### config.mk
export PLATFORM = sky130hd
export DESIGN_NAME = can_mode_ctrl
export DESIGN_NICKNAME = d
export VERILOG_FILES = /design/src/logic/can_mode_ctrl.v
export VERILOG_INCLUDE_DIRS = /design/src /design/src/logic
export SDC_FILE = /design/constraint.sdc
export NUM_CORES = 1
export LEC_CHECK = 0
export BUFFER_PORTS_ARGS = -buffer_cell sky130_fd_sc_hd__clkbuf_2
export CORE_MARGIN = 2
export CORE_UTILIZATION = 60
export DETAILED_ROUTE_END_ITERATION = 12
export PLACE_DENSITY = 0.93
export SYNTH_ARGS = -nofsm -noshare
export SYNTH_HDL_FRONTEND = slang
export SYNTH_SLANG_ARGS = --single-unit
### constraint.sdc
create_clock -name clock -period 10.3 [get_ports clock]
set_clock_uncertainty 0.2 [all_clocks]
set_input_delay 0 -clock clock [delete_from_list [all_inputs] [get_ports clock]]
set_output_delay 0 -clock clock [all_outputs]
set_load 0.01 [all_outputs]
### src/logic/can_mode_defs.vh
// Register offsets, field positions, mode codes and timing counts
`ifndef CAN_MODE_DEFS_VH
`define CAN_MODE_DEFS_VH
// Byte addresses of the registers on APB
`define ADDR_CTRL1 12'h000
`define ADDR_CFG2 12'h004
`define ADDR_CONFIG 12'h008
`define ADDR_TXCTL 12'h00C
`define ADDR_ERRCNT 12'h010
`define ADDR_STAT 12'h014
`define ADDR_BITDIV 12'h018
// Field positions
`define REQ_HI 10
`define REQ_LO 8
`define STS_HI 7
`define STS_LO 5
`define WAKFILT_BIT 14
// Mode codes, shared by request and status fields
// Own codes for init, listen, loopback
`define MODE_NORMAL 3'h0
`define MODE_DISABLE 3'h1
`define MODE_LOOPBACK 3'h2
`define MODE_LISTEN_ONLY 3'h3
`define MODE_INIT 3'h4
`define MODE_LISTEN_ALL 3'h7
// Reset values
`define CTRL1_RESET_MODE 3'h4
`define BITDIV_RESET 16'h0018
// Recessive bits that mark an idle bus
`define IDLE_BITS 4'hB
// Wake filter length in clock cycles
`define WAKE_FILTER_CYCLES 4'h8
`endif

### src/logic/can_mode_ctrl.v
// CAN operating-mode controller with APB register access
`timescale 1ns/100ps
`include "can_mode_defs.vh"

module can_mode_ctrl (
  // Clock and reset
  input wire clock,
  input wire rst,
  // APB slave
  input wire psel,
  input wire penable,
  input wire pwrite,
  input wire [11:0] paddr,
  input wire [31:0] pwdata,
  output reg [31:0] prdata,
  output reg pready,
  output reg pslverr,
  // Bus pins
  input wire bus_receive_pin,
  output reg bus_transmit_pin,
  output reg tx_pin_owned,
  output reg rx_pin_owned,
  // Protocol engine side
  input wire engine_tx,
  input wire engine_busy,
  input wire engine_error,
  input wire engine_tx_done,
  input wire sleeping,
  output reg engine_rx,
  output reg rx_enable,
  output reg tx_enable,
  output reg ack_enable,
  output reg ignore_errors,
  output reg copy_assembly,
  output reg tx_start,
  output reg wake_interrupt_flag
);

  // Register state
  reg [2:0] mode_request_field;
  reg [2:0] mode_status_field;
  reg wake_filter_enable;
  reg [15:0] config_word;
  reg [15:0] bit_divider;
  reg transmit_request_bit;
  reg transmit_aborted_flag;
  reg [7:0] tx_err_count;
  reg [7:0] rx_err_count;
  reg rx_sync1, rx_sync2;
  reg [15:0] bit_timer;
  reg [3:0] recessive_count;
  reg tx_waiting;
  reg [3:0] filter_count;
  reg filtered_rx;
  reg rx_prev;
  wire bus_idle;
  wire access;
  wire config_locked;
  wire bit_tick;
  wire in_init;

  // Modes that may start a frame: normal, listen-all and loopback
  function tx_allowed;
    input [2:0] m;
    begin
      tx_allowed = (m == `MODE_NORMAL) || (m == `MODE_LISTEN_ALL) ||
        (m == `MODE_LOOPBACK);
    end
  endfunction

  assign access = psel & penable;
  assign in_init = (mode_status_field == `MODE_INIT);
  assign config_locked = !in_init;
  assign bit_tick = (bit_timer == 16'h0000);
  assign bus_idle = (recessive_count == `IDLE_BITS);

  // Receive pin passes two flops before any logic sees it
  always @(posedge clock or posedge rst) begin
    if (rst) begin
      rx_sync1 <= 1'b1;
      rx_sync2 <= 1'b1;
    end else begin
      rx_sync1 <= bus_receive_pin;
      rx_sync2 <= rx_sync1;
    end
  end

  // Bit timer and recessive run counter; saturates at the idle count
  always @(posedge clock or posedge rst) begin
    if (rst) begin
      bit_timer <= 16'h0000;
      recessive_count <= 4'h0;
    end else begin
      bit_timer <= bit_tick ? bit_divider : bit_timer - 16'h0001;
      if (!rx_sync2) begin
        recessive_count <= 4'h0;
      end else if (bit_tick && !bus_idle) begin
        recessive_count <= recessive_count + 4'h1;
      end
    end
  end

  // Mode transition; status follows the request on an idle bus, or at once out of disable; init always waits for an idle bus and an idle engine
  always @(posedge clock or posedge rst) begin
    if (rst) begin
      mode_status_field <= `CTRL1_RESET_MODE;
    end else if (mode_request_field != mode_status_field) begin
      if (mode_request_field == `MODE_INIT) begin
        if (!engine_busy && bus_idle) begin
          mode_status_field <= mode_request_field;
        end
      end else if (bus_idle || mode_status_field == `MODE_DISABLE) begin
        mode_status_field <= mode_request_field;
      end
    end
  end

  // APB slave: one wait state, error on unmapped accesses or locked writes
  always @(posedge clock or posedge rst) begin
    if (rst) begin
      mode_request_field <= `CTRL1_RESET_MODE;
      wake_filter_enable <= 1'b0;
      config_word <= 16'h0000;
      bit_divider <= `BITDIV_RESET;
      prdata <= 32'h00000000;
      pready <= 1'b0;
      pslverr <= 1'b0;
    end else begin
      // Ready follows the first access edge, where writes take effect
      pready <= access & !pready;
      pslverr <= 1'b0;
      if (psel && !penable) begin
        case (paddr)
          `ADDR_CTRL1: prdata <= {21'h000000, mode_request_field,
            mode_status_field, 5'h00};
          `ADDR_CFG2: prdata <= {17'h00000, wake_filter_enable, 14'h0000};
          `ADDR_CONFIG: prdata <= {16'h0000, config_word};
          `ADDR_TXCTL: prdata <= {30'h00000000, transmit_aborted_flag,
            transmit_request_bit};
          `ADDR_ERRCNT: prdata <= {16'h0000, tx_err_count, rx_err_count};
          `ADDR_STAT: prdata <= {29'h00000000, wake_interrupt_flag,
            tx_waiting, bus_idle};
          `ADDR_BITDIV: prdata <= {16'h0000, bit_divider};
          default: prdata <= 32'h00000000;
        endcase
      end
      if (access && !pready) begin
        case (paddr)
          `ADDR_CTRL1: if (pwrite) begin
            mode_request_field <= pwdata[`REQ_HI:`REQ_LO];
          end
          `ADDR_CFG2: if (pwrite) begin
            if (config_locked) pslverr <= 1'b1;
            else wake_filter_enable <= pwdata[`WAKFILT_BIT];
          end
          `ADDR_CONFIG: if (pwrite) begin
            if (config_locked) pslverr <= 1'b1;
            else config_word <= pwdata[15:0];
          end
          `ADDR_BITDIV: if (pwrite) begin
            if (config_locked) pslverr <= 1'b1;
            else bit_divider <= pwdata[15:0];
          end
          `ADDR_TXCTL, `ADDR_ERRCNT, `ADDR_STAT: begin
          end
          default: pslverr <= 1'b1;
        endcase
      end
    end
  end

  // Transmit request, idle wait and abort; set by hardware wins over clear
  always @(posedge clock or posedge rst) begin
    if (rst) begin
      transmit_request_bit <= 1'b0;
      transmit_aborted_flag <= 1'b0;
      tx_waiting <= 1'b0;
      tx_start <= 1'b0;
    end else begin
      tx_start <= 1'b0;
      if (access && !pready && pwrite && paddr == `ADDR_TXCTL) begin
        if (pwdata[0]) transmit_request_bit <= 1'b1;
        if (pwdata[1]) transmit_aborted_flag <= 1'b0;
        if (pwdata[0] && !transmit_request_bit) tx_waiting <= 1'b1;
      end
      if (tx_waiting && mode_request_field == `MODE_DISABLE) begin
        tx_waiting <= 1'b0;
        transmit_request_bit <= 1'b0;
        transmit_aborted_flag <= 1'b1;
      end else if (tx_waiting && bus_idle &&
          tx_allowed(mode_status_field)) begin
        tx_waiting <= 1'b0;
        tx_start <= 1'b1;
      end else if (engine_tx_done) begin
        transmit_request_bit <= 1'b0;
      end
    end
  end

  // Error counters; engine error bumps both when counting is active
  always @(posedge clock or posedge rst) begin
    if (rst) begin
      tx_err_count <= 8'h00;
      rx_err_count <= 8'h00;
    end else if (in_init) begin
      tx_err_count <= 8'h00;
      rx_err_count <= 8'h00;
    end else if (engine_error && (mode_status_field == `MODE_NORMAL ||
        mode_status_field == `MODE_LOOPBACK)) begin
      if (tx_err_count != 8'hFF) tx_err_count <= tx_err_count + 8'h01;
      if (rx_err_count != 8'hFF) rx_err_count <= rx_err_count + 8'h01;
    end
  end

  // Wake filter: receive must stay dominant for several cycles
  always @(posedge clock or posedge rst) begin
    if (rst) begin
      filter_count <= 4'h0;
      filtered_rx <= 1'b1;
      rx_prev <= 1'b1;
      wake_interrupt_flag <= 1'b0;
    end else begin
      rx_prev <= filtered_rx;
      if (!(wake_filter_enable && sleeping)) begin
        filtered_rx <= rx_sync2;
        filter_count <= 4'h0;
      end else if (rx_sync2 == filtered_rx) begin
        filter_count <= 4'h0;
      end else if (filter_count == `WAKE_FILTER_CYCLES - 4'h1) begin
        filtered_rx <= rx_sync2;
        filter_count <= 4'h0;
      end else begin
        filter_count <= filter_count + 4'h1;
      end
      // Wake on bus activity in disable; set beats clear
      if (mode_status_field == `MODE_DISABLE && rx_prev && !filtered_rx) begin
        wake_interrupt_flag <= 1'b1;
      end else if (access && !pready && pwrite && paddr == `ADDR_STAT &&
          pwdata[2]) begin
        wake_interrupt_flag <= 1'b0;
      end
    end
  end

  // Pin ownership and engine controls per mode, registered
  always @(posedge clock or posedge rst) begin
    if (rst) begin
      bus_transmit_pin <= 1'b1;
      tx_pin_owned <= 1'b0;
      rx_pin_owned <= 1'b0;
      engine_rx <= 1'b1;
      rx_enable <= 1'b0;
      tx_enable <= 1'b0;
      ack_enable <= 1'b0;
      ignore_errors <= 1'b0;
      copy_assembly <= 1'b0;
    end else begin
      bus_transmit_pin <= 1'b1;
      tx_pin_owned <= 1'b0;
      rx_pin_owned <= 1'b0;
      engine_rx <= 1'b1;
      rx_enable <= 1'b0;
      tx_enable <= 1'b0;
      ack_enable <= 1'b0;
      ignore_errors <= 1'b0;
      copy_assembly <= 1'b0;
      case (mode_status_field)
        `MODE_NORMAL: begin
          bus_transmit_pin <= engine_tx;
          tx_pin_owned <= 1'b1;
          rx_pin_owned <= 1'b1;
          engine_rx <= rx_sync2;
          rx_enable <= 1'b1;
          tx_enable <= 1'b1;
          ack_enable <= 1'b1;
        end
        `MODE_LISTEN_ONLY: begin
          rx_pin_owned <= 1'b1;
          engine_rx <= rx_sync2;
          rx_enable <= 1'b1;
        end
        `MODE_LISTEN_ALL: begin
          bus_transmit_pin <= engine_tx;
          tx_pin_owned <= 1'b1;
          rx_pin_owned <= 1'b1;
          engine_rx <= rx_sync2;
          rx_enable <= 1'b1;
          tx_enable <= 1'b1;
          ignore_errors <= 1'b1;
          copy_assembly <= engine_error;
        end
        `MODE_LOOPBACK: begin
          engine_rx <= engine_tx;
          rx_enable <= 1'b1;
          tx_enable <= 1'b1;
          ack_enable <= 1'b1;
        end
        default: begin
        end
      endcase
    end
  end

endmodule

==> results_dict.tcl <==
set metrics [dict create \
    power_mw 1.23 \
    start_util_pct 61.4 \
    wl_met3_um 1040 \
    worst_path_most_repeated_cell "dlygate4sd3_1" \
    final_common_cell "dfrtp_1" \
    grt_pass1_wl_um 23300 \
    drc 0 \
    arrival_ns 3.75 \
    cts_buffer_depth 2 \
    p_sw_share_pct 27.0 \
    maxSlewViolCount 0 \
    power.switching_uw 332 \
    cts_tree "done" \
    area_growth_pct 23.5 \
    grt.total_usage_pct 30.7 \
    synth_top_area_share_pct 46.6 \
    met2_wirelength_um 7520 \
    worstPathMaxFanout 4 \
    io_pins 100 \
    finalHoldViolCount 0 \
    final_area_um2 6970 \
    synth-seq-cells 115 \
    nets 659 \
    synthCells 490 \
    clk_latency_ns 0.54 \
    p_leak_nw 3.36 \
    period_share_pct 34.3 \
    relSlewSlack_pct 26.8 \
    seq_power_share_pct 42.9 \
    ys_warn_count 0 \
    numPortBuffers 67 \
    dieArea_um2 10200 \
    drtIter0Drc 331 \
    htree_num_levels 4 \
    avgViaCountPerCell 6.16 \
    ys_seq_area_share_pct 51.2 \
    rsz0062_at_grt "false" \
    netlist_top_cells_area "dfrtp_1, mux2_2, dfstp_2" \
    path_class "primary input to register" \
    pwr-share-comb_pct 10.8 \
    dp_hpwl_um 9190 \
    antenna_found_initial 0 \
    synth_cell_type_count 66 \
    worst-endpoint-required_ns 10.52 \
    status "finished, final reports clean" \
    final_core_util_pct 75.8 \
    die_w_um 101 \
    min_period_ns 3.53 \
    synth_top_area_cell "dfrtp_1" \
    crit_family "buffers and inverters" \
    dr_total_vias 4447 \
    fin_ws_ns 6.77 \
    antenna_left 0 \
    pwr-share-clk_pct 46.4 \
    setup_viol 0 \
    die_height_um 101 \
    diodes 0 \
    drt_wl_total_um 14700 \
    clkTransAtPathRegs_ns 0.06 \
    rows 35 \
    globalplace.congestion 0.870 \
    cap_viol_max_count 0 \
    grt_max_degree 81 \
    grt_pass1_vias 4697 \
    final_cell_mix "dfrtp_1, clkbuf_2, dlygate4sd3_1, mux2_2, nor2_1" \
    synth.avg_cell_area_um2 11.5 \
    highest_layer "met4" \
    start_kind "primary input" \
    ir_worst_vdd_uv 155 \
    cts-buffers-inserted 17 \
    internal-power_uw 899 \
    placed_cell_area_um2 5960 \
    setup-tns-final_ns 0 \
    synth_area_um2 5640 \
    core_um2 9200 \
    wl_met1_um 5510 \
    fmax_ghz 0.283 \
    synth-edff-count 0 \
    cts_root_buf "clkbuf_8" \
    drive_gt1_share_pct 29.6 \
    worstSetupEndpointType "register" \
    cp_slowest_cell "dlygate4sd3_1" \
    min_path_type "primary input to register" \
    max_stage_delay_ns 0.68 \
    cts_sinks 115 \
    synthArstFlopShare_pct 100 \
    powerDensity_nw_per_um2 176 \
    place_ws_ns 7.41 \
    crit_chain "dlygate4sd3_1 -> clkbuf_2 -> or4_4 -> dlygate4sd3_1 -> nor4_4 -> dlygate4sd3_1 -> nand4_1 -> mux2_2 -> dlygate4sd3_1" \
    wl_per_cell_um 20.4 \
    drt-pass1-iter-count 5 \
    grt.overflow.total 0 \
    tightest_slew_ns 1.10 \
    ys.flop_type "dfrtp_1" \
    path_buf_inv 5 \
]
==> synthesized netlist by cell type, types with 4 or more instances <==
cell and number:
dfrtp_1 105, mux2_2 41, nor2_1 37, nand2_1 29, a21oi_1 21, o21ai_0 19
buf_4 17, clkbuf_1 17, inv_1 14, nand3_1 13, xor2_1 13, dfstp_2 10
mux2_4 10, a22o_1 9, a22oi_1 8, nand4_1 8, o31ai_1 7, or3_1 7
a31oi_1 6, ha_1 6, mux2i_1 6, mux4_2 6, nand3b_1 5, o211ai_1 5
xnor2_1 5, or4_1 4
==> layout make-up <==
type                       count  area, um2
inverter                      14       55.1
clock buffer                  20        445
tap                          111        139
clock inverter                12        133
timing repair buffer         113        788
fill                         537       2230
multi-input combinational    337       2520
sequential                   115       2890
==> state kept, by name, indices dropped and copies added, names as in the netlist, 3 cells and up <==
signal,cells
config_word,16
rx_err_count,8
bit_divider,16
bit_timer,16
mode_request_field,3
recessive_count,4
filter_count,4
tx_err_count,8
mode_status_field,3
prdata,16
==> stage by stage <==
step,hold slack (ns),std cells
after floorplan,-0.196,505
after detailed placement,-0.163,647
final,0.0255,722
after global routing,0.0391,722
after global placement,-0.173,647
after CTS,0.00204,722
==> worst register-to-register path, delay by kind of cell (launching register included) <==
family	cells	cell delay, ns
and+or+nand+nor	3	0.89
DFF	1	0.38
buffers and inverters	2	1.23
muxes	1	0.30
==> repair_timing <==
item / in CTS / in global routing
gates resized for setup: 0 / 0
endpoints found under the hold margin: 106 / 0
hold buffers: 43 / 0
setup buffers: 0 / 0
==> routing by layer <==
metal	global-route usage, %	up-vias
met3	7.35	54
met1	36.8	2204
met5	0	-
met2	51.0	219
met4	17.4	0
li1	-	1970
==> power by group through the flow <==
stage / combinational (mW) / clock (mW) / sequential [mW]
after floorplan: 0.0901 / 0 / 0.518
after global placement: 0.105 / 0 / 0.528
after detailed placement: 0.114 / 0 / 0.531
after CTS: 0.130 / 0.571 / 0.525
after global routing: 0.146 / 0.598 / 0.532
final: 0.132 / 0.570 / 0.527
==> cells by family after synthesis <==
family,after synthesis,share of synthesized area [%]
buffers and inverters,53,5.12
other,1,0.0665
AO/OA/AOI/OAI,91,10.6
multiplexers,63,14.3
XOR/XNOR,18,2.79
AND/OR/NAND/NOR,143,14.5
adder cells (fa/ha/maj),6,1.33
flip-flops,115,51.2
==> path summary, 6_finish.rpt <==
path / from / endpoint / slack (ns) / cells past startpoint
worst max-delay path: paddr[6] / wake_filter_enable / 6.77 / 9
worst min-delay path: paddr[5] / tx_waiting / 0.03 / 5
worst max register to register: pready / wake_filter_enable / 7.18 / 6
worst min register to register: rx_sync1 / rx_sync2 / 0.16 / 0
max in group asynchronous: rst / prdata[4] / 8.14 / 5
min in group asynchronous: rst / recessive_count[1] / 0.40 / 4
Note: power is estimated with default switching activity, not from simulation.
